==> config.mk <==
export PLATFORM = sky130hd
export DESIGN_NAME = overboard_locator_tx_sequencer
export DESIGN_NICKNAME = d
export VERILOG_FILES = /design/src/core/frame_byte_fifo.v /design/src/core/overboard_locator_tx_sequencer.v
export VERILOG_INCLUDE_DIRS = /design/src /design/src/core
export SDC_FILE = /design/constraint.sdc
export NUM_CORES = 1
export LEC_CHECK = 0
export CORE_MARGIN = 1
export CORE_UTILIZATION = 40
export DETAILED_ROUTE_END_ITERATION = 10
export DONT_BUFFER_PORTS = 1
export GPL_ROUTABILITY_DRIVEN = 0
export GPL_TIMING_DRIVEN = 0
export HOLD_SLACK_MARGIN = 0.06
export SETUP_SLACK_MARGIN = 0.3
export SLEW_MARGIN = 20
export SYNTH_ARGS = -nofsm -noshare
export SYNTH_HDL_FRONTEND = slang
export SYNTH_SLANG_ARGS = --single-unit
==> constraint.sdc <==
create_clock -name i_ref_clk -period 12.2 [get_ports i_ref_clk]
set_input_delay 0.61 -clock i_ref_clk [delete_from_list [all_inputs] [get_ports i_ref_clk]]
set_output_delay 0.61 -clock i_ref_clk [all_outputs]
set_load 0.01 [all_outputs]
==> src/core/overboard_locator_consts.vh <==
`ifndef OVERBOARD_LOCATOR_CONSTS_VH
`define OVERBOARD_LOCATOR_CONSTS_VH

// ----------------------------------------
// clock and timing figures
// ----------------------------------------
`define CLK_HZ 125000000
`define BIT_RATE_BPS 9600
`define SLOT_FRAME_S 2
`define SLOTS_PER_FRAME 75
`define STUCK_KEY_S 2
`define MAX_TX_US 26600
`define TDMA_ERR_US 312
`define START_TIMEOUT_S 60
`define UNSYNC_MIN_S 10
`define UNSYNC_MAX_S 30
`define UNSYNC_AT_S 15
`define SYNC_DEADLINE_S 300
`define TEST_TIMEOUT_S 300
`define POS_REFRESH_S 60

// ----------------------------------------
// burst layout
// ----------------------------------------
`define BURST_TX 3'h7
`define TX_SPACING_SLOTS 12'h04A
`define BURST_REPEAT_BASE 12'h5DC
`define BURST_JITTER 9'h1C2
`define TIMEOUT_FIRST 3'h7
`define TIMEOUT_TEXT 3'h3

// ----------------------------------------
// frame layout
// ----------------------------------------
`define TRAIN_SEQ 24'h555555
`define HDLC_FLAG 8'h7E
`define FRAME_BYTES 5'h1A
`define FRAME_BITS 8'hD0
`define MSG_POSITION 6'h01
`define MSG_SAFETY_TEXT 6'h0E
`define NAV_STATUS_ACTIVE 4'hE
`define NAV_STATUS_TEST 4'hF
`define TEXT_ACTIVE {6'h0D, 6'h0F, 6'h02, 6'h20, 6'h01, 6'h03, 6'h14, 6'h09, 6'h16, 6'h05}
`define TEXT_TEST {6'h0D, 6'h0F, 6'h02, 6'h20, 6'h14, 6'h05, 6'h13, 6'h14, 6'h00, 6'h00}
`define CH1_KHZ 18'h278B7
`define CH2_KHZ 18'h278E9

`endif

==> src/core/frame_byte_fifo.v <==
`timescale 1ns/1ps
`default_nettype none

module frame_byte_fifo #(
    parameter WIDTH = 8,
    parameter DEPTH = 8,
    parameter AW = 3
) (
    input wire i_ref_clk,
    input wire i_rst,
    input wire i_wr_valid,
    output wire o_wr_ready,
    input wire [WIDTH-1:0] i_wr_data,
    output wire o_rd_valid,
    input wire i_rd_ready,
    output wire [WIDTH-1:0] o_rd_data
);
    reg [WIDTH-1:0] mem [0:DEPTH-1];
    reg [AW-1:0] wr_ptr;
    reg [AW-1:0] rd_ptr;
    reg [AW:0] count;
    wire do_wr;
    wire do_rd;

    assign o_wr_ready = (count != DEPTH[AW:0]);
    assign o_rd_valid = (count != {(AW+1){1'b0}});
    assign o_rd_data = mem[rd_ptr];
    assign do_wr = i_wr_valid && o_wr_ready;
    assign do_rd = i_rd_ready && o_rd_valid;

    always @(posedge i_ref_clk) begin
        if (do_wr) begin
            mem[wr_ptr] <= i_wr_data;
        end
    end

    always @(posedge i_ref_clk or posedge i_rst) begin
        if (i_rst) begin
            wr_ptr <= {AW{1'b0}};
            rd_ptr <= {AW{1'b0}};
            count <= {(AW+1){1'b0}};
        end else begin
            if (do_wr) begin
                wr_ptr <= (wr_ptr == DEPTH[AW-1:0] - 1'b1) ? {AW{1'b0}} : wr_ptr + 1'b1;
            end
            if (do_rd) begin
                rd_ptr <= (rd_ptr == DEPTH[AW-1:0] - 1'b1) ? {AW{1'b0}} : rd_ptr + 1'b1;
            end
            if (do_wr && !do_rd) begin
                count <= count + 1'b1;
            end else if (do_rd && !do_wr) begin
                count <= count - 1'b1;
            end
        end
    end
endmodule

`default_nettype wire

==> src/core/overboard_locator_tx_sequencer.v <==
// Operation
// - when active, send position reports and safety text messages, content per mode
// - active mode uses navigation status 14 and text MOB ACTIVE
// - test mode uses navigation status 15 and text MOB TEST
// - transmit on both channels, defaults 161.975 and 162.025 MHz
// - shut down on its own if keyed continuously over 2 seconds
// - slot timing taken from receiver UTC pulse, error under 312 us
// - after first fix, refresh own position at least every minute
// - active mode starts when fix, speed, course, UTC ready, or 60 s
// - optional single unsynchronized transmission 10 to 30 s after activation
// - synchronized transmissions with real position start within 5 minutes
// - keep transmitting on loss of fix or lock, free-run slot timing
// - without current fix, reports carry last valid position
// - test mode sends one burst once all data and UTC lock exist
// - test mode abandoned silently if no UTC lock within five minutes
// - test activation clears itself after its single burst
// - every activation forces a receiver cold start, no retained data; after a stuck-key shutdown S_HALT ignores activation, no cold start
// - cold start may reuse only valid leap-second information
// - slot alignment uses correctly computed UTC even-second boundaries
// - burst transmissions spaced 75 slots, alternating channels
// - first slot random, remaining seven fixed relative to it
// - test burst reports carry slot time-out 0 and sub-message 0
`timescale 1ns/1ps
`default_nettype none
`include "overboard_locator_consts.vh"

module overboard_locator_tx_sequencer #(
    parameter SEC_CYCLES = `CLK_HZ,
    parameter SLOT_CYCLES = `CLK_HZ / `SLOTS_PER_FRAME * `SLOT_FRAME_S,
    parameter BIT_CYCLES = `CLK_HZ / `BIT_RATE_BPS,
    parameter STUCK_CYCLES = `STUCK_KEY_S * `CLK_HZ,
    parameter MAX_TX_CYCLES = `MAX_TX_US * (`CLK_HZ / 1000000),
    parameter UNSYNC_ENABLE = 1,
    parameter [29:0] USER_ID = 30'h0ABCDEF1
) (
    input wire i_ref_clk,
    input wire i_rst,
    input wire i_activate,
    input wire i_test_request,
    input wire i_utc_pps,
    input wire i_utc_even_sec,
    input wire i_utc_lock,
    input wire i_time_valid,
    input wire i_fix_valid,
    input wire i_sog_valid,
    input wire i_cog_valid,
    input wire i_leap_valid,
    input wire [27:0] i_lon,
    input wire [26:0] i_lat,
    input wire [9:0] i_speed_over_ground,
    input wire [11:0] i_course_over_ground,
    output reg o_tx_key,
    output reg o_tx_data,
    output reg o_channel_sel,
    output reg [17:0] o_channel_khz,
    output reg o_gnss_cold_start,
    output reg o_gnss_keep_leap,
    output reg o_pos_request,
    output reg o_test_active,
    output reg o_transmitting,
    output reg o_shutdown
);
    // ----------------------------------------
    // states
    // ----------------------------------------
    localparam [6:0] S_IDLE = 7'h01;
    localparam [6:0] S_ACQ = 7'h02;
    localparam [6:0] S_WAIT = 7'h04;
    localparam [6:0] S_SEND = 7'h08;
    localparam [6:0] S_DRAIN = 7'h10;
    localparam [6:0] S_DONE = 7'h20;
    localparam [6:0] S_HALT = 7'h40;
    localparam TDMA_ERR_CYCLES = `TDMA_ERR_US * (`CLK_HZ / 1000000);

    reg [6:0] state;
    reg [31:0] sec_div;
    reg [8:0] seconds;
    reg [31:0] slot_cnt;
    reg slot_tick;
    reg [31:0] bit_div;
    reg bit_tick;
    reg [15:0] lfsr;
    reg test_mode;
    reg activate_q;
    reg unsync_done;
    reg unsync_tx;
    reg [2:0] tx_index;
    reg [2:0] slot_timeout;
    reg [11:0] wait_slots;
    reg have_fix;
    reg [5:0] pos_age;
    reg [27:0] last_lon;
    reg [26:0] last_lat;
    reg [9:0] last_sog;
    reg [11:0] last_cog;
    reg [207:0] frame;
    reg [4:0] byte_idx;
    reg [7:0] shreg;
    reg [2:0] sh_left;
    reg [7:0] frame_bits;
    reg [31:0] tx_cycles;
    reg [31:0] stuck_cycles;
    reg tx_done;

    wire sec_tick = (sec_div == SEC_CYCLES - 1);
    wire all_data = i_fix_valid && i_sog_valid && i_cog_valid;
    wire act_rise = i_activate && !activate_q;
    wire text_slot = test_mode ? (tx_index == 3'h0 || tx_index == `BURST_TX) :
        ((slot_timeout == `TIMEOUT_FIRST || slot_timeout == `TIMEOUT_TEXT) &&
         (tx_index == 3'h4 || tx_index == 3'h5));
    wire [8:0] jitter = (lfsr[8:0] >= `BURST_JITTER) ? lfsr[8:0] - `BURST_JITTER : lfsr[8:0];
    wire [3:0] nav_status = test_mode ? `NAV_STATUS_TEST : `NAV_STATUS_ACTIVE;
    wire [2:0] tx_timeout = test_mode ? 3'h0 : slot_timeout;
    wire [59:0] text = test_mode ? `TEXT_TEST : `TEXT_ACTIVE;
    wire [167:0] msg_pos = {`MSG_POSITION, 2'h0, USER_ID, nav_status, 8'h80, last_sog, 1'b0,
        last_lon, last_lat, last_cog, 9'h1FF, 6'h3C, 2'h0, 3'h0, 1'b0, 2'h0, tx_timeout, 14'h0000};
    wire [167:0] msg_text = {`MSG_SAFETY_TEXT, 2'h0, USER_ID, 2'h0, text, 68'h0};
    wire wr_valid = (state == S_SEND);
    wire wr_ready;
    wire [7:0] wr_data = frame[8*(`FRAME_BYTES - 5'h01 - byte_idx) +: 8];
    wire rd_valid;
    wire [7:0] rd_data;
    wire tx_over = (tx_cycles >= MAX_TX_CYCLES - 1);
    wire rd_ready = bit_tick && (sh_left == 3'h0) && (frame_bits != `FRAME_BITS) && !tx_over;

    // ----------------------------------------
    // frame bytes buffered ahead of the serializer
    // ----------------------------------------
    frame_byte_fifo #(
        .WIDTH(8),
        .DEPTH(8),
        .AW(3)
    ) u_fifo (
        .i_ref_clk(i_ref_clk),
        .i_rst(i_rst),
        .i_wr_valid(wr_valid),
        .o_wr_ready(wr_ready),
        .i_wr_data(wr_data),
        .o_rd_valid(rd_valid),
        .i_rd_ready(rd_ready),
        .o_rd_data(rd_data)
    );

    // ----------------------------------------
    // timebases
    // ----------------------------------------
    always @(posedge i_ref_clk or posedge i_rst) begin
        if (i_rst) begin
            sec_div <= 32'h00000000;
            slot_cnt <= 32'h00000000;
            slot_tick <= 1'b0;
            bit_div <= 32'h00000000;
            bit_tick <= 1'b0;
            lfsr <= 16'hACE1;
        end else begin
            sec_div <= sec_tick ? 32'h00000000 : sec_div + 32'h00000001;
            lfsr <= {lfsr[14:0], lfsr[15] ^ lfsr[13] ^ lfsr[12] ^ lfsr[10]};
            bit_tick <= (bit_div == BIT_CYCLES - 1);
            bit_div <= (bit_div == BIT_CYCLES - 1) ? 32'h00000000 : bit_div + 32'h00000001;
            // even-second pulse restarts the slot grid; without lock it free-runs
            if (i_utc_pps && i_utc_lock && i_utc_even_sec) begin
                slot_cnt <= 32'h00000000;
                // a pulse just after a grid tick is that same boundary: no second tick
                slot_tick <= (slot_cnt > TDMA_ERR_CYCLES);
            end else if (slot_cnt == SLOT_CYCLES - 1) begin
                slot_cnt <= 32'h00000000;
                slot_tick <= 1'b1;
            end else begin
                slot_cnt <= slot_cnt + 32'h00000001;
                slot_tick <= 1'b0;
            end
        end
    end

    // ----------------------------------------
    // position capture and refresh
    // ----------------------------------------
    always @(posedge i_ref_clk or posedge i_rst) begin
        if (i_rst) begin
            have_fix <= 1'b0;
            pos_age <= 6'h00;
            last_lon <= 28'h6791AC0;
            last_lat <= 27'h3412140;
            last_sog <= 10'h3FF;
            last_cog <= 12'hE10;
            o_pos_request <= 1'b0;
        end else begin
            o_pos_request <= 1'b0;
            if (act_rise) begin
                have_fix <= 1'b0;
                pos_age <= 6'h00;
                last_lon <= 28'h6791AC0;
                last_lat <= 27'h3412140;
                last_sog <= 10'h3FF;
                last_cog <= 12'hE10;
            end else begin
                // reports keep the last good values while the fix is gone
                if (i_fix_valid) begin
                    have_fix <= 1'b1;
                    last_lon <= i_lon;
                    last_lat <= i_lat;
                end
                if (i_fix_valid && i_sog_valid) begin
                    last_sog <= i_speed_over_ground;
                end
                if (i_fix_valid && i_cog_valid) begin
                    last_cog <= i_course_over_ground;
                end
                if (have_fix && sec_tick && i_activate) begin
                    if (pos_age == `POS_REFRESH_S - 1) begin
                        pos_age <= 6'h00;
                        o_pos_request <= 1'b1;
                    end else begin
                        pos_age <= pos_age + 6'h01;
                    end
                end
            end
        end
    end

    // ----------------------------------------
    // sequencer
    // ----------------------------------------
    always @(posedge i_ref_clk or posedge i_rst) begin
        if (i_rst) begin
            state <= S_IDLE;
            activate_q <= 1'b0;
            seconds <= 9'h000;
            test_mode <= 1'b0;
            unsync_done <= 1'b0;
            unsync_tx <= 1'b0;
            tx_index <= 3'h0;
            slot_timeout <= `TIMEOUT_FIRST;
            wait_slots <= 12'h000;
            frame <= 208'h0;
            byte_idx <= 5'h00;
            o_channel_sel <= 1'b0;
            o_channel_khz <= `CH1_KHZ;
            o_gnss_cold_start <= 1'b0;
            o_gnss_keep_leap <= 1'b0;
            o_test_active <= 1'b0;
        end else begin
            activate_q <= i_activate;
            o_gnss_cold_start <= 1'b0;
            o_channel_khz <= o_channel_sel ? `CH2_KHZ : `CH1_KHZ;
            if (sec_tick && seconds != 9'h1FF) begin
                seconds <= seconds + 9'h001;
            end
            if (stuck_cycles >= STUCK_CYCLES - 1) begin
                state <= S_HALT;
            end else if (!i_activate && state != S_HALT) begin
                state <= S_IDLE;
                o_test_active <= 1'b0;
            end else begin
                case (state)
                    S_IDLE: begin
                        if (act_rise) begin
                            state <= S_ACQ;
                            seconds <= 9'h000;
                            test_mode <= i_test_request;
                            o_test_active <= i_test_request;
                            unsync_done <= 1'b0;
                            o_gnss_cold_start <= 1'b1;
                            o_gnss_keep_leap <= i_leap_valid;
                            o_channel_sel <= 1'b0;
                        end
                    end
                    S_ACQ: begin
                        tx_index <= 3'h0;
                        byte_idx <= 5'h00;
                        if (test_mode) begin
                            if (all_data && i_time_valid && i_utc_lock) begin
                                slot_timeout <= 3'h0;
                                wait_slots <= {1'b0, lfsr[10:0]};
                                state <= S_WAIT;
                            end else if (seconds >= `TEST_TIMEOUT_S) begin
                                state <= S_DONE;
                                o_test_active <= 1'b0;
                            end
                        end else if ((all_data && i_utc_lock) || seconds >= `START_TIMEOUT_S) begin
                            slot_timeout <= `TIMEOUT_FIRST;
                            wait_slots <= {1'b0, lfsr[10:0]};
                            state <= S_WAIT;
                        end else if (UNSYNC_ENABLE != 0 && !unsync_done && seconds >= `UNSYNC_AT_S &&
                                     seconds < `UNSYNC_MAX_S && seconds >= `UNSYNC_MIN_S) begin
                            unsync_done <= 1'b1;
                            unsync_tx <= 1'b1;
                            frame <= {`TRAIN_SEQ, `HDLC_FLAG, msg_pos, `HDLC_FLAG};
                            state <= S_SEND;
                        end
                    end
                    S_WAIT: begin
                        if (slot_tick) begin
                            if (wait_slots == 12'h000) begin
                                frame <= {`TRAIN_SEQ, `HDLC_FLAG, text_slot ? msg_text : msg_pos, `HDLC_FLAG};
                                state <= S_SEND;
                            end else begin
                                wait_slots <= wait_slots - 12'h001;
                            end
                        end
                    end
                    S_SEND: begin
                        // stalls here whenever the buffer is full
                        if (wr_ready) begin
                            byte_idx <= byte_idx + 5'h01;
                            if (byte_idx == `FRAME_BYTES - 5'h01) begin
                                state <= S_DRAIN;
                            end
                        end
                    end
                    S_DRAIN: begin
                        if (tx_done) begin
                            byte_idx <= 5'h00;
                            if (unsync_tx) begin
                                unsync_tx <= 1'b0;
                                state <= S_ACQ;
                            end else if (tx_index == `BURST_TX) begin
                                o_channel_sel <= ~o_channel_sel;
                                tx_index <= 3'h0;
                                if (test_mode) begin
                                    state <= S_DONE;
                                    o_test_active <= 1'b0;
                                end else begin
                                    slot_timeout <= slot_timeout - 3'h1;
                                    wait_slots <= `BURST_REPEAT_BASE + {3'h0, jitter};
                                    state <= S_WAIT;
                                end
                            end else begin
                                o_channel_sel <= ~o_channel_sel;
                                tx_index <= tx_index + 3'h1;
                                wait_slots <= `TX_SPACING_SLOTS;
                                state <= S_WAIT;
                            end
                        end
                    end
                    S_DONE: begin
                        state <= S_DONE;
                    end
                    S_HALT: begin
                        o_test_active <= 1'b0;
                    end
                    default: begin
                        state <= S_IDLE;
                    end
                endcase
            end
        end
    end

    // ----------------------------------------
    // serializer and key guards
    // ----------------------------------------
    always @(posedge i_ref_clk or posedge i_rst) begin
        if (i_rst) begin
            o_tx_key <= 1'b0;
            o_tx_data <= 1'b0;
            o_transmitting <= 1'b0;
            o_shutdown <= 1'b0;
            shreg <= 8'h00;
            sh_left <= 3'h0;
            frame_bits <= 8'h00;
            tx_cycles <= 32'h00000000;
            stuck_cycles <= 32'h00000000;
            tx_done <= 1'b0;
        end else begin
            tx_done <= 1'b0;
            o_transmitting <= (state == S_WAIT) || (state == S_SEND) || (state == S_DRAIN);
            // watchdog sees only the key pin, not the sequencer
            stuck_cycles <= o_tx_key ? stuck_cycles + 32'h00000001 : 32'h00000000;
            if (stuck_cycles >= STUCK_CYCLES - 1 || o_shutdown) begin
                o_shutdown <= 1'b1;
                o_tx_key <= 1'b0;
            end else if (o_tx_key && tx_over) begin
                o_tx_key <= 1'b0;
                tx_cycles <= 32'h00000000;
                frame_bits <= 8'h00;
                sh_left <= 3'h0;
                tx_done <= 1'b1;
            end else if (bit_tick) begin
                if (o_tx_key) begin
                    tx_cycles <= tx_cycles + 32'h00000001;
                end
                if (sh_left != 3'h0) begin
                    // zero toggles the line, one holds it
                    o_tx_data <= shreg[7] ? o_tx_data : ~o_tx_data;
                    shreg <= {shreg[6:0], 1'b0};
                    sh_left <= sh_left - 3'h1;
                    frame_bits <= frame_bits + 8'h01;
                end else if (frame_bits == `FRAME_BITS) begin
                    o_tx_key <= 1'b0;
                    tx_cycles <= 32'h00000000;
                    frame_bits <= 8'h00;
                    tx_done <= 1'b1;
                end else if (rd_valid) begin
                    o_tx_key <= 1'b1;
                    o_tx_data <= rd_data[7] ? o_tx_data : ~o_tx_data;
                    shreg <= {rd_data[6:0], 1'b0};
                    sh_left <= 3'h7;
                    frame_bits <= frame_bits + 8'h01;
                end
            end else if (o_tx_key) begin
                tx_cycles <= tx_cycles + 32'h00000001;
            end
        end
    end
endmodule

`default_nettype wire

==> results of run 1 <==
## power by group through the flow
stage	Clock, mW	Combinational, mW	Sequential [mW]
global placement	0	0.457	1.87
finish	1.80	0.486	1.84
floorplan	0	0.359	1.84
detailed placement	0	0.483	1.87
global route	1.92	0.542	1.85
CTS	1.85	0.486	1.84
## cell usage in the layout (no fill, tap or decap), types with 38 or more instances in the layout
master and instances:
a22o_2 41, and2_1 38, xnor2_1 95, mux2i_1 80, a21oi_1 77, nor2_1 241
dfrtp_1 383, dfstp_2 46, edfxtp_1 64, clkbuf_16 59, nand4_1 45, xor2_1 63
clkbuf_1 75, nor3_1 53, inv_1 46, o21ai_0 77, nand2_1 223, nand3_1 110
and3_1 43
## kinds of logic (layout without fill, tap and decap cells)
family                   after synthesis  count (layout)  synth area share [%]
buffers and inverters                165             285                 3.497
multiplexers                         133             133                 7.308
XOR/XNOR                             158             158                 5.790
AO/OA/AOI/OAI                        346             346                 9.998
adder cells (fa/ha/maj)               34              34                 1.811
flip-flops                           493             493                 53.20
other                                  2              13               0.03142
AND/OR/NAND/NOR                      896             896                 18.37
## cell usage after synthesis, types with 21 or more instances
master and count:
xnor2_1 95, a31oi_1 22, clkbuf_1 62, nand3_1 110, and3_1 43, inv_1 47
nand2_1 223, xor2_1 63, nor2b_1 25, mux4_2 31, nor3_1 58, ha_1 33
a22o_2 41, nand4_1 45, dfrtp_1 383, nor4_1 33, nor2_1 241, a21oi_1 77
o21ai_0 77, edfxtp_1 64, a22o_1 21, mux2_2 21, mux2i_1 80, dfstp_2 46
and2_1 38
## path summary, 6_finish.rpt
check                      slack (ns)                      endpoint                startpoint
max                              7.59    u_fifo.mem[6][0]$_DFFE_PP_   byte_idx[1]$_DFFE_PP0P_
min                              0.12      last_cog[10]$_DFFE_PP1P_  i_course_over_ground[10]
max reg2reg                      7.59    u_fifo.mem[6][0]$_DFFE_PP_   byte_idx[1]$_DFFE_PP0P_
min reg2reg                      0.35            lfsr[15]$_DFF_PP1_        lfsr[14]$_DFF_PP0_
max in group asynchronous       10.29       last_lat[6]$_DFFE_PP1P_                     i_rst
min in group asynchronous        0.48  o_gnss_keep_leap$_DFFE_PP0P_                     i_rst
## metal layers
metal  GRT usage, %  wire length (um)  up-vias
met3          3.399              2866       95
met1          25.33             25170     8452
met4          5.828              1308        0
met2          30.92             26820      379
li1               -                 -     8116
met5              0                 0        -
## layout make-up
class / instances / area, sq um
fillers: 5461 / 31730
clock buffers: 86 / 1718
well taps: 773 / 967.2
plain buffers: 117 / 655.6
multi-input cells: 1580 / 10420
inverters: 48 / 183.9
clock inverters: 16 / 295.3
repair buffers: 18 / 335.3
flip-flops and latches: 493 / 12710
## worst max-delay path: cells and delay by family (launching register included)
family | cells | cell delay (ns)
buf+inv | 6 | 2.53
compound gates | 2 | 1.02
fa+ha+maj | 1 | 0.34
flops | 1 | 0.37
## registers in the layout, summed over array words and instances (netlist names), 12 cells and up
register and cells:
last_cog 12, u_fifo.mem 64, tx_cycles 32, sec_div 32, bit_div 32, stuck_cycles 32, frame 84, last_lat 27
lfsr 16, last_lon 28, wait_slots 12, slot_cnt 32
## per-stage QoR
stage / cell area [sq um] / instances / utilization, % / setup WS (ns) / power (mW)
2_1_floorplan: 23950 / 2238 / - / 5.836 / 2.203
3_3_place_gp: 24910 / 3011 / 42.21 / 3.537 / 2.325
3_5_place_dp: 25260 / 3027 / 42.80 / 7.717 / 2.351
4_1_cts: 27290 / 3131 / 46.25 / 7.683 / 4.177
5_1_grt: 27290 / 3131 / 46.25 / 7.162 / 4.305
6_report: 27290 / 3131 / 46.25 / 7.593 / 4.128
==> metrics.cfg, run 1 <==
[sta]
fin_crit_sh_pct=37.76
fin_skew_ns=0.02977
drv_slew=0
tightestPinTransition_ns=0.9481
hold_ws_ns=0.1169
final-setup-viol-count=0
hold_viol=0
relSlewSlack_pct=36.37
rsz0062_at_grt=no
tns_ns=0
min_period_ns=4.607
max_freq_mhz=217.1

[final_layout]
syn_to_final_growth_pct=14.19
n_antenna_cell=0
drive_above_1_share_pct=13.70
layout.nets=2436

[die]
die_h_um=246.4
num_rows=89
die_w_um=246.4
core_area_sq_um=59020
io_pins=116
initial_utilization_pct=40.50
die-area_sq_um=60740

[critical_path]
slowest_stage=a311oi_1
reg2regPathDepth=9
cp_slowest_stage_delay_ns=0.85
path_max_fanout=10
crit_arrival_ns=4.87
cpMostUsedCell=clkbuf_1
cp-end-kind=flop
cp-start-kind=flop
cp.required_ns=12.46
crit_chain=clkbuf_1 > clkbuf_1 > inv_1 > ha_1 > clkbuf_1 > buf_1 > clkbuf_1 > o211ai_1 > a311oi_1
path_class=flop to flop

[synth]
synthCells=2227
synth_top_cell_area_share_pct=40.10
syn_area_sq_um=23900
async_flop_share_pct=87.02
synth_edf_count=64
yosysSeqAreaShare_pct=53.20
yosysWarnings=0
yosysUniqueCellTypes=101
synth_area_per_cell_sq_um=10.73
yosys.area.top_type=dfrtp_1
synth_area_leaders=dfrtp_1, edfxtp_1, dfstp_2, nor2_1, nand2_1
yosys_register_bits=493
synthFlopType=dfrtp_1

[route]
wl_per_cell_um=17.94
first_iter_violations=1147
drtPass1Iterations=6
vias_per_cell=5.443
antenna_left=0
route.detailed.drc=0
drt_wl_total_um=56160
vias=17042

[cts]
cts_tree=yes
clockBufferDepth=3
clk_latency_ns=0.61
cts_buffers=55
cts_root_buf=clkbuf_16
clkTransAtPathRegs_ns=0.06
holdBufCountCts=2
cts_setup_buffers=0
cts-resized-gates=0
clock_sinks=493
cts_max_level=2

[placement]
portBuffers=0
hpwl_um=40250

[worst_hold_path]
min_path_type=primary input to flop
hold_depth=2

[global_route]
grt_overflow_total=0
grt_usage_pct=18.87
grt_max_degree=36
antenna_found_initial=0
grt_pass1_wl_um=92290
grt_pass1_vias=17106

[power_and_ir_drop]
p_leak_nw=11.88
p_per_area_nw_per_um2=151.2
switching_share_pct=25.24
max-vdd-ir-drop_mv=0.1045
p_int_mw=3.086
combPwrFrac_pct=11.8
seqPwrFrac_pct=44.5
p_sw_mw=1.042
power_frac_clock_pct=43.7

[run_status]
status=finished clean

[flow_run]
cap_violations=0

Note: power is estimated with default switching activity, not from simulation.
==> run 2: changes to the inputs <==
==> constraint.sdc (replaced) <==
create_clock -name i_ref_clk -period 4.7 [get_ports i_ref_clk]
set_input_delay 0.235 -clock i_ref_clk [delete_from_list [all_inputs] [get_ports i_ref_clk]]
set_output_delay 0.235 -clock i_ref_clk [all_outputs]
set_load 0.01 [all_outputs]
==> run 2 against run 1 <==
Total power rose to 2.6 times the previous value. Critical path depth is the same. Sequential share of layout area shrank 1.6 points. Hold slack lost 0.019 ns. Critical path type unchanged. Via count rose by 2.1%.
==> metrics.cfg, run 2 (synthesis gave the netlist of run 1 again) <==
[final_layout]
largest_register=frame
layout_commonest_cell=dfrtp_1
largest_reg_flops=84  ; unchanged
top_regs=frame (84), u_fifo.mem (64)
drive_above_1_share_pct=13.29  ; -0.41 points
n_fill_cell=5359  ; -1.9%
layout.nets=2531  ; +3.9%
final_cell_mix=dfrtp_1, nor2_1, nand2_1
syn_to_final_growth_pct=18.23
stdcell_count=3227  ; +3.1%

[global_route]
antenna_found_initial=1  ; +1
grt_max_degree=36  ; unchanged
grt_pass1_vias=17633  ; +3.1%
grt_pass1_wl_um=94210  ; +2.1%
grt_usage_pct=19.20  ; +0.34 points
grt_overflow_total=0  ; unchanged

[die]
die-area_sq_um=60740  ; unchanged
initial_utilization_pct=40.50  ; unchanged
io_pins=116  ; unchanged
core_area_sq_um=59020  ; unchanged
num_rows=89  ; unchanged
die_w_um=246.4  ; unchanged
die_h_um=246.4  ; unchanged

[sta]
fin_skew_ns=0.03382  ; +0.004056 ns
fin_crit_sh_pct=84.62  ; +47 points
tns_ns=0  ; unchanged
layout_setup_ws_ns=0.7230  ; -6.870 ns
relSlewSlack_pct=38.92  ; +2.6 points
drv_slew=0  ; unchanged
max_freq_mhz=251.4  ; +16%
tightestPinTransition_ns=0.9162  ; -0.03187 ns
min_period_ns=3.977  ; -0.6298 ns
final-setup-viol-count=0  ; unchanged
hold_viol=0  ; unchanged
rsz0062_at_grt=no

[critical_path]
cp-start-kind=flop
cp.required_ns=5.02  ; -7.44 ns
cp-end-kind=flop
critPathLaunch=byte_idx[1]$_DFFE_PP0P_
reg2reg_from=byte_idx[1]$_DFFE_PP0P_
path_class=flop to flop
path_max_fanout=10  ; unchanged
crit_arrival_ns=4.30  ; -0.57 ns

[cts]
cts_tree=yes
cts_max_level=2  ; unchanged
clock_sinks=493  ; unchanged
cts_root_buf=clkbuf_16
clkTransAtPathRegs_ns=0.06  ; about the same
cts_buffers=55  ; unchanged
clockBufferDepth=3  ; unchanged
clk_latency_ns=0.61  ; about the same

[placement]
portBuffers=0  ; unchanged
dp_slack_ns=0.2168  ; -7.500 ns
dp_cells=3027  ; unchanged
hpwl_um=40250  ; unchanged

[worst_hold_path]
min_path_type=primary input to flop
hold_start=i_activate

[flow_run]
cap_violations=0  ; unchanged

[run_status]
status=finished clean

[power_and_ir_drop]
p_per_area_nw_per_um2=382.4  ; +150%
max-vdd-ir-drop_mv=0.2746  ; +160%
total_power_mw=10.81  ; +160%
p_leak_nw=12.27  ; +3.3%

[route]
antenna_left=0  ; unchanged
vias=17396  ; +2.1%
wl_per_cell_um=17.69  ; -1.4%
drtPass1Iterations=6  ; unchanged
route.detailed.drc=0  ; unchanged
vias_per_cell=5.391  ; -0.96%
first_iter_violations=1157  ; +0.87%
drt_wl_total_um=57070  ; +1.6%

run 2: cell types whose count changed in the layout (fill, tap and decap cells not counted):
cell	before	now
dlygate4sd3_1	2	97
a311oi_1	1	0
a311oi_2	0	1
clkbuf_1	75	74
clkbuf_2	0	1
diode_2	0	1
nor3_1	53	52
nor3_2	7	8
run 2: routing by layer:
metal  vias to the layer above  track usage [%]  wire [um]
li1                       8317                -          -
met1                      8611            25.74      25600
met2                       369            31.89      27580
met3                        99            2.963       2501
met4                         0            5.937       1394
met5                         -                0          0
run 2: power by group:
part	internal [mW]	total, mW	switching (mW)
Clock	2.94	4.68	1.74
Combinational	0.526	1.35	0.822
Sequential	4.61	4.77	0.167
run 2: timing repair:
| action | in CTS | in global routing |
|---|---|---|
| gates resized for setup | 2 | 1 |
| setup endpoints to repair | 16 | 8 |
| hold buffers | 97 | 0 |
| setup buffers | 0 | 0 |
| pin swaps | 0 | 0 |
| hold endpoints to repair | 234 | 0 |
run 2: through the flow:
step | area (sq um) | hold WS, ns | utilization, %
finish | 28260 | 0.09810 | 47.88
global route | 28260 | 0.1100 | 47.88
CTS | 28250 | 0.06199 | 47.87
detailed placement | 25260 | 0.1224 | 42.80
global placement | 24910 | 0.2696 | 42.21
floorplan | 23950 | 0.2664 | -
run 2: area by class of cell:
class	count	area, sq um	area share (%)
Antenna cell	1	2.502	0.008855
Buffer	117	656.9	2.324
Clock buffer	86	1718	6.079
Clock inverter	16	295.3	1.045
Inverter	48	183.9	0.6508
Multi-Input combinational cell	1580	10440	36.93
Sequential cell	493	12710	44.99
Tap cell	773	967.2	3.422
Timing Repair Buffer	113	1286	4.551
run 2: worst max-delay path, stage by stage (launching register included):
cell and delay, ns:
dfrtp_1 0.37, clkbuf_2 0.35, clkbuf_1 0.38, inv_1 0.24, ha_1 0.34, clkbuf_1 0.41
buf_1 0.45, clkbuf_1 0.39, o211ai_1 0.19, a311oi_2 0.56
run 2: final timing paths:
| path | end | slack (ns) | cells past startpoint |
|---|---|---|---|
| max | u_fifo.mem[2][0]$_DFFE_PP_ | 0.72 | 9 |
| min | pos_age[1]$_DFFE_PP0P_ | 0.1 | 4 |
| max reg2reg | u_fifo.mem[2][0]$_DFFE_PP_ | 0.72 | 9 |
| min reg2reg | lfsr[15]$_DFF_PP1_ | 0.35 | 0 |
| max in group asynchronous | last_lat[13]$_DFFE_PP1P_ | 3.16 | 7 |
| min in group asynchronous | o_gnss_keep_leap$_DFFE_PP0P_ | 0.11 | 2 |
